`src/hw/hsf_cfg.svh`:
```
// Constants for the head select, mode and unsafe fault block.
// Assumes a 200 MHz pclk and an APB slave with 32-bit words.
`ifndef HSF_CFG_SVH
`define HSF_CFG_SVH

// ==========================================================================
// Timing
`define HSF_CLK_PS 5000
`define HSF_PULSE_NS 25
`define HSF_PULSE_CYC ((`HSF_PULSE_NS * 1000) / `HSF_CLK_PS)
`define HSF_CELL_NS 200
`define HSF_NODATA_CELLS 4
`define HSF_NODATA_CYC \
   ((`HSF_CELL_NS * `HSF_NODATA_CELLS * 1000 + `HSF_CLK_PS - 1) / `HSF_CLK_PS)

// ==========================================================================
// Head codes
`define HSF_NUM_HEADS 5
`define HSF_MAX_HEAD 3'h4

// ==========================================================================
// Register offsets (byte addresses)
`define HSF_OFF_CTRL 12'h000
`define HSF_OFF_STATUS 12'h004
`define HSF_OFF_IRQ_STAT 12'h008
`define HSF_OFF_IRQ_EN 12'h00c
`define HSF_OFF_IRQ_CLR 12'h010

// ==========================================================================
// Field positions and reset values
`define HSF_CTRL_FAULT_CLR 0
`define HSF_CTRL_WR_PERMIT 1
`define HSF_CTRL_RESET 32'h0000_0002
`define HSF_IRQ_FAULT 0
`define HSF_IRQ_NODATA 1
`define HSF_IRQ_BADHEAD 2
`define HSF_IRQ_W 3

`endif

```
`src/hw/hsf_pkg.sv`:
```
// Types shared by the head select, mode and unsafe fault block.
// Assumes hsf_cfg.svh is included first.
`include "hsf_cfg.svh"

package hsf_pkg;

   // =======================================================================
   // Pins from the cable, the preamp and the read comparators.
   typedef struct packed {
      logic head_code_bit2;
      logic head_code_bit1;
      logic head_code_bit0;
      logic write_select_n;
      logic hi_res;
      logic lo_res;
      logic write_data;
      logic head_short;
      logic head_open;
      logic wc_sense;
   } hsf_pins_t;

   // Pins driven towards the heads, the preamp and the cable.
   typedef struct packed {
      logic [`HSF_NUM_HEADS-1:0] head_sel;
      logic write_mode;
      logic write_current_sink;
      logic write_enable;
      logic clamp;
      logic unsafe_n;
      logic read_data_p;
      logic read_data_n;
   } hsf_drive_t;

   // Operating mode, one-hot.
   typedef enum logic [2:0] {
      ST_READ = 3'b001,
      ST_WRITE = 3'b010,
      ST_FAULT = 3'b100
   } hsf_state_t;

endpackage : hsf_pkg

```
`src/hw/hsf_top.sv`:
```
// Head select decode, read/write mode, unsafe fault latch and read pulse
// qualifier, with an APB register slave and one level interrupt.
// Assumes all pin inputs are asynchronous to pclk; APB is on pclk.
//
// Operation
// - Head code values zero to four select exactly one of five heads.
// - Head numbers count surfaces upward from the bottom of the stack.
// - Head code pins are active low: low level means logical one.
// - In read mode, codes five to seven deselect every head.
// - Unsafe on write with invalid head or with no write transitions.
// - Unsafe on shorted head, open head, or write current in read.
// - Write mode while write select is low, else read mode.
// - Unsafe output goes from high to low when unsafe.
// - Active unsafe sets the write fault latch.
// - In read mode the selected head feeds the read data pair.
// - High resolution edges clock two flops enabled by low resolution.
// - The two qualified flops are ORed into one pulse per transition.
// - Each pulse is stretched to 25 ns, driven as a balanced pair.
// - Read clamp is asserted throughout write mode.
// - Set latch inhibits write mode, current and enable until software clears it.
// - Bit cell is 200 ns nominal, five megabits per second.
`timescale 1ns/1ps
`default_nettype none
`include "hsf_cfg.svh"

module hsf_top #(
   parameter int NODATA_CYC = `HSF_NODATA_CYC
) (
   input wire logic pclk,
   input wire logic presetn,
   input wire logic ce,
   input wire logic psel,
   input wire logic penable,
   input wire logic pwrite,
   input wire logic [11:0] paddr,
   input wire logic [31:0] pwdata,
   output logic [31:0] prdata,
   output logic pready,
   output logic pslverr,
   input wire hsf_pkg::hsf_pins_t pins,
   output hsf_pkg::hsf_drive_t drive,
   output logic irq
);
   import hsf_pkg::*;

   localparam int NPIN = $bits(hsf_pins_t);
   localparam logic [2:0] PULSE_CYC = 3'(`HSF_PULSE_CYC);
   localparam logic [15:0] NODATA_LIM = 16'(NODATA_CYC);
   // Idle pin levels are head code zero and write select off. The chains
   // reset to these, so no false write request or bad head follows reset.
   localparam hsf_pins_t PIN_IDLE = '{head_code_bit2: 1'b1,
      head_code_bit1: 1'b1, head_code_bit0: 1'b1, write_select_n: 1'b1,
      default: 1'b0};
   localparam logic [NPIN-1:0] IDLE_VEC = PIN_IDLE;

   // ========================================================================
   // Pin synchronisers
   // Four flops per pin; a new level is accepted only when the second and
   // third agree, which keeps a metastable first stage out of the logic.
   logic [NPIN-1:0] pin_vec;
   logic [NPIN-1:0] s1_q;
   logic [NPIN-1:0] s2_q;
   logic [NPIN-1:0] s3_q;
   logic [NPIN-1:0] stab_q;
   hsf_pins_t sp;

   assign pin_vec = pins;

   genvar gi;
   generate
      for (gi = 0; gi < NPIN; gi++) begin : g_sync
         // Each pin runs its own chain and stable level.
         always_ff @(posedge pclk or negedge presetn) begin
            if (!presetn) begin
               s1_q[gi] <= IDLE_VEC[gi];
               s2_q[gi] <= IDLE_VEC[gi];
               s3_q[gi] <= IDLE_VEC[gi];
               stab_q[gi] <= IDLE_VEC[gi];
            end else if (ce) begin
               s1_q[gi] <= pin_vec[gi];
               s2_q[gi] <= s1_q[gi];
               s3_q[gi] <= s2_q[gi];
               if (s2_q[gi] == s3_q[gi]) begin
                  stab_q[gi] <= s3_q[gi];
               end
            end
         end
      end
   endgenerate

   assign sp = stab_q;

   // ========================================================================
   // Head decode
   // Pins are active low, so the code is the inverse of the levels.
   wire [2:0] head_code = ~{sp.head_code_bit2, sp.head_code_bit1,
                            sp.head_code_bit0};
   wire head_valid = (head_code <= `HSF_MAX_HEAD);
   // Head zero is the lowest surface; numbers rise up the stack.
   wire [`HSF_NUM_HEADS-1:0] head_onehot =
      head_valid ? `HSF_NUM_HEADS'(1) << head_code : '0;

   // ========================================================================
   // Registers and mode
   hsf_state_t st_q;
   hsf_state_t st_d;
   logic [31:0] ctrl_q;
   logic [`HSF_IRQ_W-1:0] irq_stat_q;
   logic [`HSF_IRQ_W-1:0] irq_en_q;
   logic [15:0] nodata_q;
   logic wd_prev_q;
   logic unsafe_q;
   logic hr_prev_q;
   logic qual_rise_q;
   logic qual_fall_q;
   logic [2:0] stretch_q;
   hsf_drive_t drive_q;

   wire wr_req = !sp.write_select_n;
   wire in_write = (st_q == ST_WRITE);
   wire faulted = (st_q == ST_FAULT);
   wire wd_edge = sp.write_data ^ wd_prev_q;
   wire nodata = in_write && (nodata_q >= NODATA_LIM);
   wire bad_head_wr = wr_req && !head_valid;

   // Unsafe sources, all on synchronised levels.
   wire unsafe_c = bad_head_wr || nodata || sp.head_short ||
                   sp.head_open || (!in_write && sp.wc_sense);

   // APB decode; the slave never waits.
   wire acc = psel && penable;
   wire wr_acc = acc && pwrite;
   wire hit_ctrl = (paddr == `HSF_OFF_CTRL);
   wire hit_stat = (paddr == `HSF_OFF_STATUS);
   wire hit_istat = (paddr == `HSF_OFF_IRQ_STAT);
   wire hit_ien = (paddr == `HSF_OFF_IRQ_EN);
   wire hit_iclr = (paddr == `HSF_OFF_IRQ_CLR);
   wire hit_any = hit_ctrl | hit_stat | hit_istat | hit_ien | hit_iclr;
   wire fault_clr = wr_acc && hit_ctrl && pwdata[`HSF_CTRL_FAULT_CLR];
   wire wr_permit = ctrl_q[`HSF_CTRL_WR_PERMIT];
   wire [`HSF_IRQ_W-1:0] irq_clr =
      (wr_acc && hit_iclr) ? pwdata[`HSF_IRQ_W-1:0] : '0;
   wire [`HSF_IRQ_W-1:0] irq_set = {bad_head_wr, nodata,
                                    unsafe_q && !faulted};
   wire [31:0] status_word = {24'h0, head_code, st_q, !drive_q.unsafe_n,
                              faulted};

   assign pready = 1'b1;
   assign pslverr = acc && !hit_any;
   assign prdata = (!psel || pwrite) ? 32'h0 :
                   hit_ctrl ? ctrl_q :
                   hit_stat ? status_word :
                   hit_istat ? 32'(irq_stat_q) :
                   hit_ien ? 32'(irq_en_q) : 32'h0;
   assign irq = |(irq_stat_q & irq_en_q);

   // Mode machine. The latch holds until software clears it; a clear that
   // meets a live unsafe loses, so the latch cannot be bypassed.
   always_comb begin
      st_d = st_q;
      unique case (st_q)
         ST_READ: begin
            if (unsafe_q) begin
               st_d = ST_FAULT;
            end else if (wr_req && wr_permit) begin
               st_d = ST_WRITE;
            end
         end
         ST_WRITE: begin
            if (unsafe_q) begin
               st_d = ST_FAULT;
            end else if (!wr_req || !wr_permit) begin
               st_d = ST_READ;
            end
         end
         ST_FAULT: begin
            if (fault_clr && !unsafe_q) begin
               st_d = ST_READ;
            end
         end
         default: begin
            st_d = ST_FAULT;
         end
      endcase
   end

   // State, registers and the write transition watchdog.
   always_ff @(posedge pclk or negedge presetn) begin
      if (!presetn) begin
         st_q <= ST_READ;
         ctrl_q <= `HSF_CTRL_RESET;
         irq_stat_q <= '0;
         irq_en_q <= '0;
         nodata_q <= '0;
         wd_prev_q <= 1'b0;
         unsafe_q <= 1'b0;
      end else if (ce) begin
         st_q <= st_d;
         unsafe_q <= unsafe_c;
         wd_prev_q <= sp.write_data;
         nodata_q <= (!in_write || wd_edge) ? '0 :
                     nodata_q + ((nodata_q < NODATA_LIM) ? 16'h1 : 16'h0);
         if (wr_acc && hit_ctrl) begin
            ctrl_q <= {30'h0, pwdata[`HSF_CTRL_WR_PERMIT], 1'b0};
         end
         if (wr_acc && hit_ien) begin
            irq_en_q <= pwdata[`HSF_IRQ_W-1:0];
         end
         // A set in the same cycle as a clear wins.
         irq_stat_q <= (irq_stat_q & ~irq_clr) | irq_set;
      end
   end

   // ========================================================================
   // Read pulse qualifier
   // Both flops sample on a high resolution edge, each enabled by the low
   // resolution level of matching polarity, so noise edges drop out.
   wire hr_rise = sp.hi_res && !hr_prev_q;
   wire hr_fall = !sp.hi_res && hr_prev_q;
   wire qual_pulse = qual_rise_q || qual_fall_q;
   wire stretch_busy = (stretch_q != 3'h0);

   // The stretcher does not retrigger, like a one-shot.
   always_ff @(posedge pclk or negedge presetn) begin
      if (!presetn) begin
         hr_prev_q <= 1'b0;
         qual_rise_q <= 1'b0;
         qual_fall_q <= 1'b0;
         stretch_q <= 3'h0;
      end else if (ce) begin
         hr_prev_q <= sp.hi_res;
         qual_rise_q <= hr_rise && sp.lo_res;
         qual_fall_q <= hr_fall && !sp.lo_res;
         if (stretch_busy) begin
            stretch_q <= stretch_q - 3'h1;
         end else if (qual_pulse && !in_write) begin
            stretch_q <= PULSE_CYC;
         end
      end
   end

   // ========================================================================
   // Drive outputs
   // Write controls are gated by the state, so a set latch forces them off.
   always_ff @(posedge pclk or negedge presetn) begin
      if (!presetn) begin
         drive_q <= '{head_sel: '0, unsafe_n: 1'b1, read_data_n: 1'b1,
                      default: 1'b0};
      end else if (ce) begin
         drive_q.head_sel <= head_onehot;
         drive_q.write_mode <= in_write;
         drive_q.write_current_sink <= in_write && head_valid;
         drive_q.write_enable <= in_write;
         drive_q.clamp <= in_write || wr_req;
         drive_q.unsafe_n <= !unsafe_c;
         drive_q.read_data_p <= stretch_busy;
         drive_q.read_data_n <= !stretch_busy;
      end
   end

   assign drive = drive_q;

   // ========================================================================
   // Checks

   a_head_decode: assert property (@(posedge pclk)
      disable iff (!presetn || !ce)
      head_valid |=> drive.head_sel == $past(head_onehot) &&
                     $onehot(drive.head_sel))
      else $error("head select not one-hot for a valid code");

   a_invalid_deselect: assert property (@(posedge pclk)
      disable iff (!presetn || !ce)
      (!in_write && head_code > `HSF_MAX_HEAD) |=> drive.head_sel == '0)
      else $error("invalid code left a head selected");

   a_unsafe_low: assert property (@(posedge pclk)
      disable iff (!presetn || !ce)
      unsafe_c |=> !drive.unsafe_n)
      else $error("unsafe output not low after unsafe cause");

   a_fault_sets: assert property (@(posedge pclk)
      disable iff (!presetn || !ce)
      unsafe_q |=> st_q == ST_FAULT)
      else $error("unsafe did not set the fault latch");

   a_fault_inhibit: assert property (@(posedge pclk)
      disable iff (!presetn || !ce)
      faulted ##1 faulted |-> !drive.write_enable &&
                              !drive.write_current_sink && !drive.write_mode)
      else $error("write path active while faulted");

   a_clamp_write: assert property (@(posedge pclk)
      disable iff (!presetn || !ce)
      drive.write_mode |-> drive.clamp)
      else $error("clamp off during write mode");

   a_pulse_width: assert property (@(posedge pclk)
      disable iff (!presetn || !ce)
      $rose(drive.read_data_p) |-> drive.read_data_p[*5] ##1
         (!drive.read_data_p && drive.read_data_n))
      else $error("read pulse not five cycles wide");

   a_write_entry: assert property (@(posedge pclk)
      disable iff (!presetn || !ce)
      (st_q == ST_READ && wr_req && wr_permit && !unsafe_q) |=> in_write
         ##1 drive.write_mode)
      else $error("write select did not enter write mode");

   a_nodata_unsafe: assert property (@(posedge pclk)
      disable iff (!presetn || !ce)
      nodata |=> !drive.unsafe_n ##1 faulted)
      else $error("missing write data did not raise unsafe");

endmodule : hsf_top
`default_nettype wire

```
`config.mk`:
```
export PLATFORM = sky130hd
export DESIGN_NAME = hsf_top
export DESIGN_NICKNAME = d
export VERILOG_FILES = /design/src/hw/hsf_pkg.sv /design/src/hw/hsf_top.sv
export VERILOG_INCLUDE_DIRS = /design/src /design/src/hw
export SDC_FILE = /design/constraint.sdc
export NUM_CORES = 1
export LEC_CHECK = 0
export BUFFER_PORTS_ARGS = -buffer_cell sky130_fd_sc_hd__buf_2
export CORE_ASPECT_RATIO = 0.8
export CORE_MARGIN = 5
export CORE_UTILIZATION = 42
export CTS_CLUSTER_SIZE = 24
export DETAILED_ROUTE_END_ITERATION = 12
export PLACE_DENSITY = 0.68
export SLEW_MARGIN = 20
export SYNTH_ARGS = -nofsm -noshare
export SYNTH_HDL_FRONTEND = slang
export SYNTH_SLANG_ARGS = --single-unit
```
`constraint.sdc`:
```
create_clock -name pclk -period 2.23 [get_ports pclk]
set_input_delay 0.446 -clock pclk [delete_from_list [all_inputs] [get_ports pclk]]
set_output_delay 0.446 -clock pclk [all_outputs]
set_load 0.005 [all_outputs]
```
; ---- Word-level counts from Yosys, hierarchy flattened
; Index checks and enable logic that the tools add are counted.
[totals]
register_bits = 85
in_bits = 60
[op_classes]
add_sub_neg = 2
n_lt_le_gt_ge = 3
n_eq_ne = 20
n_shift = 1
n_mux = 17
bitwise = 10
n_reduce_logical = 60
[ops]
columns = operator, n
row1 = 2-to-1 mux 3 bit, 10
row2 = AND reduction 2 bit, 13
row3 = == test 12 x 4 -> 1 bit (second input constant), 2
row4 = 2-to-1 mux 8 bit, 3
row5 = logical AND 1 bit, 19
row6 = adder 16 x 1 -> 16 bit, 1
row7 = >= comparator 16 x 8 -> 1 bit (second input constant), 1
row8 = less-than comparator 16 x 8 -> 1 bit (second input constant), 1
row9 = 2-to-1 mux 16 bit, 1
row10 = logical NOT 1 bit, 14
row11 = == test 12 x 3 -> 1 bit (second input constant), 1
row12 = == test 12 x 5 -> 1 bit (second input constant), 1
row13 = logical NOT 12 bit, 1
row14 = == test 1 bit, 10
row15 = logical OR 1 bit, 9
row16 = one-hot mux 3 bit (3 select lines), 1
row17 = bitwise AND 3 bit, 2
row18 = inverter 3 bit, 2
row19 = 2-to-1 mux 5 bit, 1
row20 = left shift 1 x 3 -> 5 bit (first input constant), 1
row21 = OR 1 bit, 4
row22 = AND reduction 4 bit, 1
row23 = == test 3 x 1 -> 1 bit (second input constant), 1
row24 = == test 3 x 2 -> 1 bit (second input constant), 1
row25 = 12 further kinds, 12

; ---- Logic depth before layout (Yosys ltp)
[depth]
word_depth = 9
depth_mapped = 7

; ---- Worst setup path before layout
; No wires, ideal clock.
[synth_path]
path_type = input to output
startpoint = in paddr[0]
endpoint = out prdata[0]
arrival_time_ps = 1740
setup_slack_ps = 44
path_stages = 4
n_path_buf = 0
path_cell_list = or4_4 > nor4_4 > nand3b_1 > nor4_1
[synth_between]
elab_chain_len = 6
word_cells_on_any_way = 9
[synth_lines]
columns = element, line_no
row1 = "start, declared", hsf_top.sv:35  ; input wire logic [11:0] paddr,
row2 = == test 12 x 4 -> 1 bit (no source line), --
row3 = 2-to-1 mux 3 bit, hsf_top.sv:154  ; hit_ien ? 32'(irq_en_q) : 32'h0;
row4 = 2-to-1 mux 3 bit, hsf_top.sv:153  ; hit_istat ? 32'(irq_stat_q) :
row5 = 2-to-1 mux 8 bit, hsf_top.sv:152  ; hit_stat ? status_word :
row6 = 2-to-1 mux 8 bit (*), hsf_top.sv:151  ; hit_ctrl ? ctrl_q :
row7 = 2-to-1 mux 8 bit (*), hsf_top.sv:150  ; assign prdata = (!psel || pwrite) ? 32'h0 :
row8 = "end, declared", hsf_top.sv:37  ; output logic [31:0] prdata,
; Every way passes the cells marked *; elsewhere a longest branch is shown, timed or not.

; ---- Worst setup path in the final report
[layout_path]
startpoint = in paddr[10]
endpoint = out prdata[0]
; The elaborated chain is that of the path after synthesis.

==> flow_metrics.tcl <==
set metrics [dict create \
    outcome "complete, but fails checks" \
    violations "negative setup slack" \
    place.gp.congestion 0.840 \
    dieWidth_microns 121 \
    grt_pass1_wl_microns 14600 \
    synth.top_cells.by_count "dfrtp_1 (65), o21ai_0 (43), nor2_1 (32)" \
    grt.total_usage_pct 15.2 \
    worst-r2r-setup-slack_ps 140 \
    ys.warnings.count 0 \
    finalHoldViolCount 0 \
    crit_fanout 3 \
    synth_area_leader_cell "dfrtp_1" \
    maxCapViolations 0 \
    clk_transition_reported_paths_ps 60 \
    ys_seq_elements 85 \
    worst_pin_slew_ps 623 \
    synth-xor-area-share_pct 2.55 \
    finalNetCount 534 \
    area_of_the_mapped_netlist_sq_um 4120 \
    cts-buffers-inserted 9 \
    max-slew-margin-rel_pct 58.5 \
    syn_avg_cell_area_sq_um 10.2 \
    placeableCoreArea_sq_um 9610 \
    power.sequential.fraction_pct 51.3 \
    critical_path.max_stage_delay_ps 550 \
    grt_setup_unrepaired "yes" \
    filler_cell_count 891 \
    adder_and_majority_gate_portion_of_the_synthesized_area_pct 0.912 \
    critical-path-slowest-cell "or4_4" \
    cp.required_ps 1780 \
    postCtsHoldBufs 0 \
    initial_antenna_violation_count 0 \
    per_cell_via_count_in_the_routed_design 5.18 \
    synthFlopType "dfrtp_1" \
    cells_after_synthesis 405 \
    rows 32 \
    synth_top_family_by_area "simple AND/OR/NAND/NOR gates" \
    asyncSetResetFlopFracSynth_pct 100 \
    fp.dieArea_sq_um 11900 \
    cts_tree "built" \
    synth-edff-count 0 \
    cellLeakagePower_nw 2.23 \
    first_pass_iters 4 \
    insertion_delay_ps 340 \
    startpoint_to_endpoint_class_of_the_critical_path "in -> out" \
    first_global_vias 3017 \
    drt-wirelength-per-cell_microns 14.4 \
    timing.critical_path.cells "buf_6, or4_4, nor4_4, nand3b_1, nor4_2, buf_2" \
    yosys.cell_count.top_type "dfrtp_1" \
    cp.arrival_ps 1920 \
    insertedDiodeCount 0 \
    floorplan.initialDensity_pct 42.9 \
    hold-worst-slack_ps 74.7 \
    dp_slack_ps -220 \
    critical_path.startpoint "paddr[10]" \
    layout-area-overhead-vs-synth_pct 19.2 \
    clock_sinks 85 \
    setup_clock_skew_after_layout_ps 6.52 \
    synth_cell_type_count 47 \
    final_critical_delay_including_setup_and_external_delays_ps 2360 \
    antenna_left 0 \
    report.final.setup_viol 8 \
    cellPowerDensity_nw_per_um2 832 \
    power_frac_clock_pct 33.6 \
    vert_die_dim_microns 98.6 \
    clockBufferDepth 2 \
    r2r-end "nodata_q[12]" \
    drive_above_1_share_pct 32.6 \
    routed_wirelength_microns 8560 \
    launching_point_of_the_worst_reg2reg_path "nodata_q[9]" \
    final.period_utilization_pct 106 \
    setup_ws_ps -135 \
    swShare_pct 27.1 \
    synth_area_leaders "dfrtp_1 (40%), dfstp_2 (13%), mux2_2 (7.7%)" \
    io_buffer_count 52 \
    drt-initial-drc-count 257 \
    post_layout_total_power_mw 4.08 \
    synth_simple_gate_area_share_pct 16.4 \
    htree_levels 3 \
    compound_cell_area_share_of_the_yosys_netlist_pct 11.2 \
    drv_slew 0 \
    cp-end-kind "output pin" \
    relative_contribution_of_combinational_cells_to_total_power_pct 15.2 \
    worstRegToRegCells 7 \
    netSwitchingPower_mw 1.11 \
    fmax_mhz 423 \
    netlist.area_leader.share_pct 39.5 \
    cell_internal_pwr_mw 2.98 \
    num_vias 3081 \
    max-vdd-ir-drop_uv 457 \
    grt_max_degree 66 \
    number_of_i_o_pins 107 \
    hold_path.class "in -> async" \
    drc 0 \
    clock_tree.root_cell "clkbuf_16" \
    hpwlAfterDp_microns 5900 \
    global_route.overflow_total 0 \
    setup.worst_path.start_class "primary input" \
    yosys-mux-area-fraction_pct 8.14 \
    synth-seq-area-share_pct 52.3 \
]
[kinds of logic (layout without fill, tap and decap cells)]
logic type | after synthesis | after routing
and+or+nand+nor | 126 | 126
muxes | 30 | 30
other | 2 | 25
xor gates and xnor gates | 12 | 12
DFF | 85 | 85
buffers and inverters | 65 | 113
AOI/OAI and AO/OA | 82 | 82
adders and majority gates | 3 | 3
[registers in the layout, summed over array words and instances, names as in the netlist, 10 cells and up]
signal and cells:
s2_q 10, nodata_q 16, drive 11, s1_q 10
s3_q 10, sp 10
[power groups by stage]
| stage | registers [mW] | clock network, mW | logic, mW |
|---|---|---|---|
| global placement | 2.10 | 0 | 0.590 |
| global route | 2.14 | 1.48 | 0.718 |
| detailed placement | 2.12 | 0 | 0.621 |
| CTS | 2.09 | 1.40 | 0.633 |
| finish | 2.09 | 1.37 | 0.620 |
| floorplan | 2.01 | 0 | 0.491 |
[layer usage]
metal | up-vias | track usage [%] | routed length (microns)
li1 | 1495 | - | -
met1 | 1490 | 19.9 | 3930
met2 | 87 | 24.3 | 3960
met3 | 9 | 4.99 | 564
met4 | 0 | 4.53 | 112
met5 | - | 0 | 0
[worst max-delay path by stage]
stage / endpoint / depth (start not counted)
4_1_cts: prdata[0] / 6
6_report: prdata[0] / 6
3_5_place_dp: prdata[2] / 6
3_3_place_gp: prdata[2] / 6
5_1_grt: prdata[7] / 6
2_1_floorplan: prdata[0] / 4
[cell usage in the layout (no fill, tap or decap), types with 5 or more instances in the layout]
| master | netlist | layout |
|---|---|---|
| buf_2 | 1 | 50 |
| inv_1 | 22 | 22 |
| o21ai_0 | 43 | 43 |
| mux2_2 | 28 | 28 |
| nand2_1 | 30 | 29 |
| xor2_1 | 5 | 5 |
| buf_4 | 26 | 23 |
| nor2_1 | 32 | 31 |
| nand4_1 | 11 | 11 |
| dfrtp_1 | 65 | 65 |
| dfstp_2 | 20 | 20 |
| a21oi_1 | 22 | 22 |
| clkbuf_16 | 0 | 9 |
| conb_1 | 2 | 25 |
| xnor2_1 | 7 | 7 |
| nand3_1 | 6 | 6 |
[final cells by class]
class	instances	area [sq um]	share of cell area, %
multi-input cells	278	1800	36.6
inverters	22	82.6	1.68
clock inverters	2	10.0	0.204
repair buffers	75	454	9.25
flip-flops and latches	85	2150	43.8
well taps	119	149	3.03
clock buffers	14	264	5.38
[worst max-delay path, delay by kind of cell]
kind	cells	cell delay, ps
simple gates	4	1230
buf+inv	2	240
[repair_timing]
action                     4_1_cts  5_1_grt
pin swaps                        7        1
setup endpoints to repair       12       15
gates resized for setup          8        9
setup buffers                    1        1
[through the flow]
stage / TNS [ps] / area (sq um) / utilization (%) / std cells
2_1_floorplan: 0 / 4200 / - / 428
3_3_place_gp: -1020 / 4530 / 47.1 / 577
3_5_place_dp: -1230 / 4530 / 47.1 / 577
4_1_cts: -880 / 4850 / 50.5 / 594
5_1_grt: -1490 / 4910 / 51.1 / 595
6_report: -756 / 4910 / 51.1 / 595
(Power assumes the default switching activity.)
